<file path="src/rtl/srseq_consts.vh">
/*
  constants for the system reset sequencer: register indices, field
  positions, reset values, state codes and timing counts.
  assumes a 4 ns system clock and the 1 kHz low-power clock as a pin.
*/
`ifndef SRSEQ_CONSTS_VH
`define SRSEQ_CONSTS_VH

// ----------------------------------------
// register indices (byte address is 4 x index)
// ----------------------------------------
`define SRSEQ_IDX_CAUSE       6'h00
`define SRSEQ_IDX_CTRL        6'h01
`define SRSEQ_IDX_STATE       6'h02

// ----------------------------------------
// field positions
// ----------------------------------------
`define SRSEQ_BIT_POR         0
`define SRSEQ_BIT_PIN         1
`define SRSEQ_BIT_UV          2
`define SRSEQ_BIT_WDT         3
`define SRSEQ_BIT_DBG         4
`define SRSEQ_BIT_SW          5
`define SRSEQ_BIT_SWREQ       0
`define SRSEQ_CAUSE_RST       6'h00

// ----------------------------------------
// release delay codes and counts
// ----------------------------------------
`define SRSEQ_SUT_LONG        2'h0
`define SRSEQ_SUT_SHORT       2'h1
`define SRSEQ_SUT_NONE        2'h3
`define SRSEQ_ULP_LONG        7'h40
`define SRSEQ_ULP_SHORT       7'h04
`define SRSEQ_SYS_TAIL        5'h18

// ----------------------------------------
// undervoltage detector mode codes
// ----------------------------------------
`define SRSEQ_UV_SAMPLED      2'h1
`define SRSEQ_UV_CONT         2'h2
`define SRSEQ_UV_OFF          2'h3

// ----------------------------------------
// timing
// ----------------------------------------
`define SRSEQ_CLK_NS          4
`define SRSEQ_WDT_HOLD_NS     750
`define SRSEQ_WDT_CYC         ((`SRSEQ_WDT_HOLD_NS) / (`SRSEQ_CLK_NS))
`define SRSEQ_UV_FILT_NS      1000
`define SRSEQ_UV_FILT_CYC     ((`SRSEQ_UV_FILT_NS + `SRSEQ_CLK_NS - 1) / (`SRSEQ_CLK_NS))

// ----------------------------------------
// sequencer states
// ----------------------------------------
`define SRSEQ_S_HOLD          3'h0
`define SRSEQ_S_ULP           3'h1
`define SRSEQ_S_SYS           3'h2
`define SRSEQ_S_OSC           3'h3
`define SRSEQ_S_CAL           3'h4
`define SRSEQ_S_RUN           3'h5

`endif

</file>
<file path="src/rtl/srseq_top.v">
/*
  system reset sequencer: gathers reset requests, holds the device in
  reset, runs the release phases and records the reset cause.
  assumes requests and the 1 kHz clock are asynchronous pins, the
  sleep/programming/protection inputs come from logic on clk_sys, and
  software reaches the registers over axi4-lite.
*/
// The AXI4-Lite register port was decided locally.
`include "srseq_consts.vh"

module srseq_top #(
  parameter ADDR_W = 8
) (
  input  wire              clk_sys,
  input  wire              rst,
  input  wire              por_req,
  input  wire              pin_rst_n,
  input  wire              wdt_timeout,
  input  wire              dbg_reset_req,
  input  wire              uv_below,
  input  wire              low_power_1k_osc,
  input  wire              osc_ready,
  input  wire [1:0]        release_delay_code,
  input  wire [2:0]        undervoltage_threshold_sel,
  input  wire [1:0]        undervoltage_mode_active,
  input  wire [1:0]        undervoltage_mode_sleep,
  input  wire              deep_sleep,
  input  wire              prog_mode,
  input  wire              chip_erase,
  input  wire              debug_port_en,
  input  wire              ccp_unlock,
  output wire              sys_reset,
  output wire              clk_sel_internal,
  output reg               osc_enable,
  output reg               cal_load,
  output reg               uv_power,
  output reg  [2:0]        uv_level,
  input  wire [ADDR_W-1:0] s_axi_awaddr,
  input  wire              s_axi_awvalid,
  output wire              s_axi_awready,
  input  wire [31:0]       s_axi_wdata,
  input  wire [3:0]        s_axi_wstrb,
  input  wire              s_axi_wvalid,
  output wire              s_axi_wready,
  output reg  [1:0]        s_axi_bresp,
  output reg               s_axi_bvalid,
  input  wire              s_axi_bready,
  input  wire [ADDR_W-1:0] s_axi_araddr,
  input  wire              s_axi_arvalid,
  output wire              s_axi_arready,
  output reg  [31:0]       s_axi_rdata,
  output reg  [1:0]        s_axi_rresp,
  output reg               s_axi_rvalid,
  input  wire              s_axi_rready
);

  localparam integer WDT_CYC = `SRSEQ_WDT_CYC;
  localparam integer UV_FILT = `SRSEQ_UV_FILT_CYC;
  localparam integer UV_WIN  = UV_FILT + 2;

  // ----------------------------------------
  // helpers
  // ----------------------------------------
  function [6:0] ulp_count;
    input [1:0] code;
    ulp_count = (code == `SRSEQ_SUT_SHORT) ? `SRSEQ_ULP_SHORT : `SRSEQ_ULP_LONG;  // reserved 10 as 00
  endfunction

  function [6:0] reg_idx;
    input [ADDR_W-1:0] a;
    reg_idx = (a[1:0] != 2'h0 || (a >> 2) > 6'h3f) ? 7'h7f : {1'b0, a[7:2]};
  endfunction

  // ----------------------------------------
  // pin synchronisers
  // ----------------------------------------
  wire [6:0] pin_raw = {osc_ready, low_power_1k_osc, uv_below, dbg_reset_req,
                        wdt_timeout, ~pin_rst_n, por_req};
  reg  [6:0] pin_s1;
  reg  [6:0] pin_s2;
  reg        lp_prev;

  always @(posedge clk_sys or posedge rst) begin
    if (rst) begin
      pin_s1  <= 7'h00;
      pin_s2  <= 7'h00;
      lp_prev <= 1'b0;
    end else begin
      pin_s1  <= pin_raw;
      pin_s2  <= pin_s1;
      lp_prev <= pin_s2[5];
    end
  end

  wire por_s  = pin_s2[0];
  wire pin_s  = pin_s2[1];
  wire wdt_s  = pin_s2[2];
  wire dbg_s  = pin_s2[3];  // only the debug port drives this input
  wire uv_s   = pin_s2[4];
  wire lp_s   = pin_s2[5];
  wire osc_s  = pin_s2[6];
  wire lp_rise = lp_s & ~lp_prev;

  // ----------------------------------------
  // request catch: a glitch shorter than the synchroniser is not lost
  // ----------------------------------------
  wire raw_any   = por_req | ~pin_rst_n | dbg_reset_req | wdt_timeout;
  wire catch_set = raw_any | rst;
  reg  catch;
  reg  catch_s1;
  reg  catch_s2;

  always @(posedge clk_sys or posedge catch_set) begin
    if (catch_set)
      catch <= 1'b1;
    else if (catch_s2)
      catch <= 1'b0;
  end

  always @(posedge clk_sys or posedge rst) begin
    if (rst) begin
      catch_s1 <= 1'b1;
      catch_s2 <= 1'b1;
    end else begin
      catch_s1 <= catch;
      catch_s2 <= catch_s1;
    end
  end

  // ----------------------------------------
  // watchdog request stretch
  // ----------------------------------------
  reg [7:0] wdt_cnt;
  wire      wdt_hold = (wdt_cnt != 8'h00);

  always @(posedge clk_sys or posedge rst) begin
    if (rst)
      wdt_cnt <= 8'h00;
    else if (wdt_s)
      wdt_cnt <= WDT_CYC[7:0];  // 750 ns, between one and two 2 MHz periods
    else if (wdt_hold)
      wdt_cnt <= wdt_cnt - 8'h01;
  end

  // ----------------------------------------
  // undervoltage detector control
  // ----------------------------------------
  reg  [2:0] thr_sel;
  reg        uv_trip;
  reg        uv_latch_cont;
  reg  [8:0] uv_filt;
  reg  [8:0] uv_win;

  wire [1:0] uv_mode  = deep_sleep ? undervoltage_mode_sleep
                                   : undervoltage_mode_active;
  wire       mode_off = (uv_mode == `SRSEQ_UV_OFF) || (uv_mode == 2'h0);
  wire       forced   = mode_off & (chip_erase | debug_port_en);
  wire       mode_cont = (uv_mode == `SRSEQ_UV_CONT) | forced | uv_latch_cont;
  wire       mode_smp  = (uv_mode == `SRSEQ_UV_SAMPLED) & ~uv_latch_cont;
  wire       uv_on     = mode_cont | (mode_smp & (uv_win != 9'h000));

  always @(posedge clk_sys or posedge rst) begin
    if (rst) begin
      thr_sel       <= 3'h7;
      uv_level      <= 3'h0;
      uv_power      <= 1'b0;
      uv_filt       <= 9'h000;
      uv_win        <= 9'h000;
      uv_trip       <= 1'b0;
      uv_latch_cont <= 1'b0;
    end else begin
      if (!prog_mode)
        thr_sel <= undervoltage_threshold_sel;
      uv_level <= forced ? 3'h0 : ~thr_sel;
      if (mode_smp && lp_rise)
        uv_win <= UV_WIN[8:0];  // one sample per rising slow-clock edge
      else if (uv_win != 9'h000)
        uv_win <= uv_win - 9'h001;
      uv_power <= uv_on;  // off between samples
      if (uv_on && uv_s && !uv_trip) begin
        if (uv_filt == UV_FILT[8:0] - 9'h001) begin
          uv_trip <= 1'b1;
          if (mode_smp)
            uv_latch_cont <= 1'b1;
        end
        uv_filt <= uv_filt + 9'h001;
      end else begin
        uv_filt <= 9'h000;
      end
      if (!uv_s) begin
        uv_trip       <= 1'b0;  // release then goes through the delay
        uv_latch_cont <= 1'b0;
      end
    end
  end

  // ----------------------------------------
  // release sequencer
  // ----------------------------------------
  localparam [2:0] S_HOLD = `SRSEQ_S_HOLD;
  localparam [2:0] S_ULP  = `SRSEQ_S_ULP;
  localparam [2:0] S_SYS  = `SRSEQ_S_SYS;
  localparam [2:0] S_OSC  = `SRSEQ_S_OSC;
  localparam [2:0] S_CAL  = `SRSEQ_S_CAL;
  localparam [2:0] S_RUN  = `SRSEQ_S_RUN;

  reg  [2:0] state;
  reg  [6:0] cnt;
  reg        sw_req;
  wire       req_any = catch_s2 | por_s | pin_s | dbg_s | wdt_hold
                     | uv_trip | sw_req;

  always @(posedge clk_sys or posedge rst) begin
    if (rst) begin
      state      <= S_HOLD;
      cnt        <= 7'h00;
      osc_enable <= 1'b0;
      cal_load   <= 1'b0;
    end else begin
      cal_load <= 1'b0;
      if (req_any) begin
        state      <= S_HOLD;
        cnt        <= 7'h00;
        osc_enable <= 1'b0;
      end else begin
        case (state)
          S_HOLD: begin
            cnt   <= 7'h00;
            state <= (release_delay_code == `SRSEQ_SUT_NONE) ? S_SYS : S_ULP;
          end
          S_ULP: begin
            if (lp_rise) begin
              if (cnt == ulp_count(release_delay_code) - 7'h01) begin
                cnt   <= 7'h00;
                state <= S_SYS;
              end else begin
                cnt <= cnt + 7'h01;
              end
            end
          end
          S_SYS: begin
            if (cnt == {2'h0, `SRSEQ_SYS_TAIL} - 7'h01) begin
              state      <= S_OSC;
              osc_enable <= 1'b1;
            end
            cnt <= cnt + 7'h01;
          end
          S_OSC: begin
            if (osc_s) begin
              state    <= S_CAL;
              cal_load <= 1'b1;
            end
          end
          S_CAL: state <= S_RUN;
          S_RUN: state <= S_RUN;
          default: state <= S_HOLD;
        endcase
      end
    end
  end

  // raw pins force reset without a clock; release only follows the state
  assign sys_reset        = raw_any | catch | sw_req | (state != S_RUN);
  assign clk_sel_internal = sys_reset;

  // ----------------------------------------
  // axi4-lite write path
  // ----------------------------------------
  reg              aw_full;
  reg              w_full;
  reg [ADDR_W-1:0] aw_addr;
  reg [31:0]       w_data;
  reg [3:0]        w_strb;
  reg [5:0]        cause;

  assign s_axi_awready = ~aw_full & ~s_axi_bvalid;
  assign s_axi_wready  = ~w_full & ~s_axi_bvalid;

  wire       wr_go  = aw_full & w_full & ~s_axi_bvalid;
  wire [6:0] wr_idx = reg_idx(aw_addr);
  wire       wr_b0  = wr_go & w_strb[0];
  wire       wr_cause = wr_b0 & (wr_idx == {1'b0, `SRSEQ_IDX_CAUSE});
  wire       wr_ctrl  = wr_b0 & (wr_idx == {1'b0, `SRSEQ_IDX_CTRL});
  wire       wr_ok  = (wr_idx == {1'b0, `SRSEQ_IDX_CAUSE})
                    | (wr_idx == {1'b0, `SRSEQ_IDX_CTRL})
                    | (wr_idx == {1'b0, `SRSEQ_IDX_STATE});

  always @(posedge clk_sys or posedge rst) begin
    if (rst) begin
      aw_full      <= 1'b0;
      w_full       <= 1'b0;
      aw_addr      <= {ADDR_W{1'b0}};
      w_data       <= 32'h00000000;
      w_strb       <= 4'h0;
      s_axi_bvalid <= 1'b0;
      s_axi_bresp  <= 2'h0;
    end else begin
      if (s_axi_awvalid && s_axi_awready) begin
        aw_full <= 1'b1;
        aw_addr <= s_axi_awaddr;
      end
      if (s_axi_wvalid && s_axi_wready) begin
        w_full <= 1'b1;
        w_data <= s_axi_wdata;
        w_strb <= s_axi_wstrb;
      end
      if (wr_go) begin
        aw_full      <= 1'b0;
        w_full       <= 1'b0;
        s_axi_bvalid <= 1'b1;
        s_axi_bresp  <= wr_ok ? 2'h0 : 2'h2;
      end else if (s_axi_bready) begin
        s_axi_bvalid <= 1'b0;
      end
    end
  end

  // ----------------------------------------
  // software reset bit and cause flags
  // ----------------------------------------
  wire [5:0] cause_set = {sw_req, dbg_s, wdt_hold, uv_trip, pin_s, por_s};
  wire [5:0] cause_clr = wr_cause ? w_data[5:0] : 6'h00;

  always @(posedge clk_sys or posedge rst) begin
    if (rst) begin
      sw_req <= 1'b0;
      cause  <= `SRSEQ_CAUSE_RST;
    end else begin
      // software reset writes only land with the protection window open; cause clears do not need it
      if (wr_ctrl && ccp_unlock && w_data[`SRSEQ_BIT_SWREQ])
        sw_req <= 1'b1;
      else if (state == S_HOLD)
        sw_req <= 1'b0;  // self-clears once reset is issued
      // power-on wipes the other flags; a coincident event still sets
      if (por_s)
        cause <= cause_set;
      else
        cause <= (cause & ~cause_clr) | cause_set;  // set wins over write-one clear
    end
  end

  // ----------------------------------------
  // axi4-lite read path
  // ----------------------------------------
  wire [6:0] rd_idx = reg_idx(s_axi_araddr);
  assign s_axi_arready = ~s_axi_rvalid;

  always @(posedge clk_sys or posedge rst) begin
    if (rst) begin
      s_axi_rvalid <= 1'b0;
      s_axi_rdata  <= 32'h00000000;
      s_axi_rresp  <= 2'h0;
    end else if (s_axi_arvalid && s_axi_arready) begin
      s_axi_rvalid <= 1'b1;
      s_axi_rresp  <= 2'h0;
      case (rd_idx)
        {1'b0, `SRSEQ_IDX_CAUSE}: s_axi_rdata <= {26'h0000000, cause};
        {1'b0, `SRSEQ_IDX_CTRL}:  s_axi_rdata <= {31'h00000000, sw_req};
        {1'b0, `SRSEQ_IDX_STATE}: s_axi_rdata <= {24'h000000, uv_trip, uv_power,
                                                  uv_level, state};
        default: begin
          s_axi_rdata <= 32'h00000000;
          s_axi_rresp <= 2'h2;
        end
      endcase
    end else if (s_axi_rready) begin
      s_axi_rvalid <= 1'b0;
    end
  end

endmodule

</file>
<file path="config.mk">
export PLATFORM = sky130hd
export DESIGN_NAME = srseq_top
export DESIGN_NICKNAME = d
export VERILOG_FILES = /design/src/rtl/srseq_top.v
export VERILOG_INCLUDE_DIRS = /design/src /design/src/rtl
export SDC_FILE = /design/constraint.sdc
export NUM_CORES = 1
export LEC_CHECK = 0
export BUFFER_PORTS_ARGS = -buffer_cell sky130_fd_sc_hd__buf_4
export CAP_MARGIN = 40
export CORE_UTILIZATION = 50
export DETAILED_ROUTE_END_ITERATION = 8
export PLACE_DENSITY = 0.77
export SLEW_MARGIN = 40
export SYNTH_ARGS = -nofsm -noshare
export SYNTH_HDL_FRONTEND = slang
export SYNTH_SLANG_ARGS = --single-unit
</file>
<file path="constraint.sdc">
create_clock -name clk_sys -period 6.8 [get_ports clk_sys]
set_clock_uncertainty 0.15 [all_clocks]
set_input_delay 1.36 -clock clk_sys [delete_from_list [all_inputs] [get_ports clk_sys]]
set_output_delay 1.36 -clock clk_sys [all_outputs]
set_load 0.02 [all_outputs]
</file>
==> metrics <==
min-delay src=pin_s1[2]; P&R area growth vs syn=14.9%; GR Layer Usage met3=5.89%; Synth area leader=dfrtp_1; Top Family by Delay on Critical Path=simple AND/OR/NAND/NOR gates; port buffer count=between 70 and 80; GRT Max-Usage Layer=met2; Crit path required time=5290 ps; clock tree buffer depth=2; H-tree Lvls=3; top-area cell type share of the netlist area=50.7%; Final ANT Viol Nets=0; Num CTS Buffers=9; Synth Area per Inst=approximately 11 µm²; Worst setup startpoint=pin_rst_n; Yosys cell types=56; grt met2 use=32.1%; commonest cells in the netlist=95 x dfrtp_1, 49 x nand2_1, 36 x nor2_1; total grt overflow=0; Setup Viol. Count Final=0; post-CTS resize count=0; cells after synthesis=440; Top Ports=roughly 130; clock root cell=clkbuf_8; leakage=around 0.0024 µW; minimum clock period=4160 ps; CTS tree=yes; number of buffers and inverters on the critical path=3; Clk Latency, worst-skew pair=roughly 370 ps; Power Density=257 nW/µm²; count leader, synth=dfrtp_1; Reg-to-Reg Start=uv_win[0]; initial antenna violation count=0; final hold slack=214 ps; f_max=between 200 and 250 MHz; CP Launch Type=input port; Synth Warn #=0; Iteration-0 DRC Markers=about 140; CP max stage delay=between 500 and 600 ps; worst hold path type=flop to flop; kind of critical path=input port to output pin; Nets=between 500 and 600; routability cong.=~0.83; Yosys reg bits=roughly 100; crit path DAT=about 2700 ps; n_diodes=0; # rows=34; RSZ-0062 raised after global routing=false; number of enable flip-flop cells after synthesis=0; die area=9760 µm²; Final Util=60.6%; worst rel slew slack=between 50 and 60%; clock slew at reported path FFs=roughly 90 ps; Die Width=98.8 µm; Post-CTS Setup Repair Bufs=0; fin crit share=approximately three fifths; Critical Path, Cell by Cell=buf_4 > inv_1 > or4_1 > or3_1 > buf_4; DRC viols=0; post-DP HPWL=roughly 6700 µm; core footprint=between 8000 and 9000 µm²; Max Slew Vio Count=0; ys flop type=dfrtp_1; final worst slack=2640 ps; pin count of the biggest net entering global routing=between 50 and 60; met1 usage=between 20% and 30%; layout cells sized above 1=25.6%; Post-CTS Hold Buffers=0; Setup Total Neg Slack=0 ps; Crit path top cell by count=buf_4; fillers=about 700; Total Wirelength=a little over 9000 µm; vias in the first global route=approximately 3300; WL per Instance=between 10 and 15 µm; Async S/R FF share, synth=between 90% and 100%; Clock Sink Count=between 100 and 150; number of hold violations in the final report=0; crit path max-delay cell type=or4_1; max_cap viols=0; dominant cells by area after synthesis=dfrtp_1 51%, buf_4 4.5%, mux2_2 4.3%; DR vias/cell=5.35; first-pass GRT wire length=approximately 15000 µm; Seq/Total Area, Yosys=a little over half; effective utilization at floorplan=between 50% and 60%; worst ir drop on vdd=0.000202 V; worst slack at placement=between 2000 and 3000 ps; die height=around 99 µm; outcome=completed; via count=~3300; first drt pass iteration count=4; gr usage total=20.1%; Crit. End Element=output pin; Worst Tran Pin Value=between 600 and 700 ps; Syn Std Cell Area=roughly 4700 µm²; Max FO, Critical Path=2
stage by stage:
step / instances / instance area, µm² / power, µW
floorplan: 465 / 4780 / 963
global placement: 608 / 5220 / 1030
detailed placement: 608 / 5220 / 1050
CTS: 624 / 5380 / 1390
global route: 624 / 5380 / 1460
finish: 624 / 5380 / 1380
worst register-to-register path: stages, from the launching register on:
cell and delay, ps:
dfrtp_1 380, inv_1 90, ha_1 190, nor3b_1 390
nand3b_2 250, a2111o_1 480, nand3b_1 330, o31ai_1 150
flip-flops by register name, summed over array words and instances, names as in the netlist, 3 cells and up:
| signal | cells |
|---|---|
| aw_addr | 8 |
| cause | 6 |
| cnt | 7 |
| pin_s1 | 7 |
| pin_s2 | 7 |
| s_axi_rdata | 8 |
| state | 3 |
| thr_sel | 3 |
| uv_filt | 9 |
| uv_level | 3 |
| uv_win | 9 |
| w_data | 6 |
| wdt_cnt | 8 |
power by group:
group,internal [µW],switching (µW),leakage [µW]
Combinational,139,138,0.00114
Sequential,693,66.1,0.00123
Clock,136,210,0.0000812
Total,968,414,0.00245
area by class of cell:
type | instances | area (µm²) | area share, %
Clock inverter | 4 | 33.8 | 0.627
Clock buffer | 12 | 135 | 2.51
Multi-Input combinational cell | 307 | 1920 | 35.6
Timing Repair Buffer | 74 | 556 | 10.3
Inverter | 18 | 70.1 | 1.30
Sequential cell | 101 | 2530 | 47.1
Tap cell | 108 | 135 | 2.51
path summary, 6_finish.rpt:
kind	to	slack [ps]	cells after the start
worst max-delay path	sys_reset	2640	5
worst min-delay path	pin_s2[2]	210	0
worst max register to register	uv_trip	4270	7
worst min register to register	pin_s2[2]	210	0
max in group asynchronous	pin_s2[0]	4500	3
min in group asynchronous	wdt_cnt[7]	900	2
layout by cell type, fill, tap and decap left out, types with 5 or more instances in the layout:
cell	count
a31o_2	6
nor4_1	7
clkbuf_8	9
nand3_1	13
dfstp_2	6
mux2_2	18
a21oi_1	11
nor2b_1	8
buf_4	74
nor3_1	7
o31ai_1	5
or3_1	6
conb_1	26
a22oi_1	6
nor2_1	36
xnor2_1	10
nand2_1	49
and3_1	6
dfrtp_1	95
ha_1	7
o21ai_0	21
nand2b_1	9
inv_1	17
layer usage:
layer	share of wire [%]	up-vias	wire length [µm]
met2	48	120	4320
met1	45	1610	4090
met3	6.5	10	589
met4	0.82	0	74
li1	-	1601	-
met5	0	-	0
kinds of logic (layout without fill, tap and decap cells):
family / Yosys count / after routing / synth area share [%]
flip-flops: 101 / 101 / 54.1
buffers and inverters: 57 / 108 / 6.92
adder cells (fa/ha/maj): 7 / 7 / 1.87
AND/OR/NAND/NOR: 169 / 169 / 19.4
AO/OA/AOI/OAI: 71 / 71 / 10.2
other: 1 / 26 / 0.0801
XOR/XNOR: 13 / 13 / 2.43
multiplexers: 21 / 21 / 4.97
Note: power is estimated with default switching activity, not from simulation.
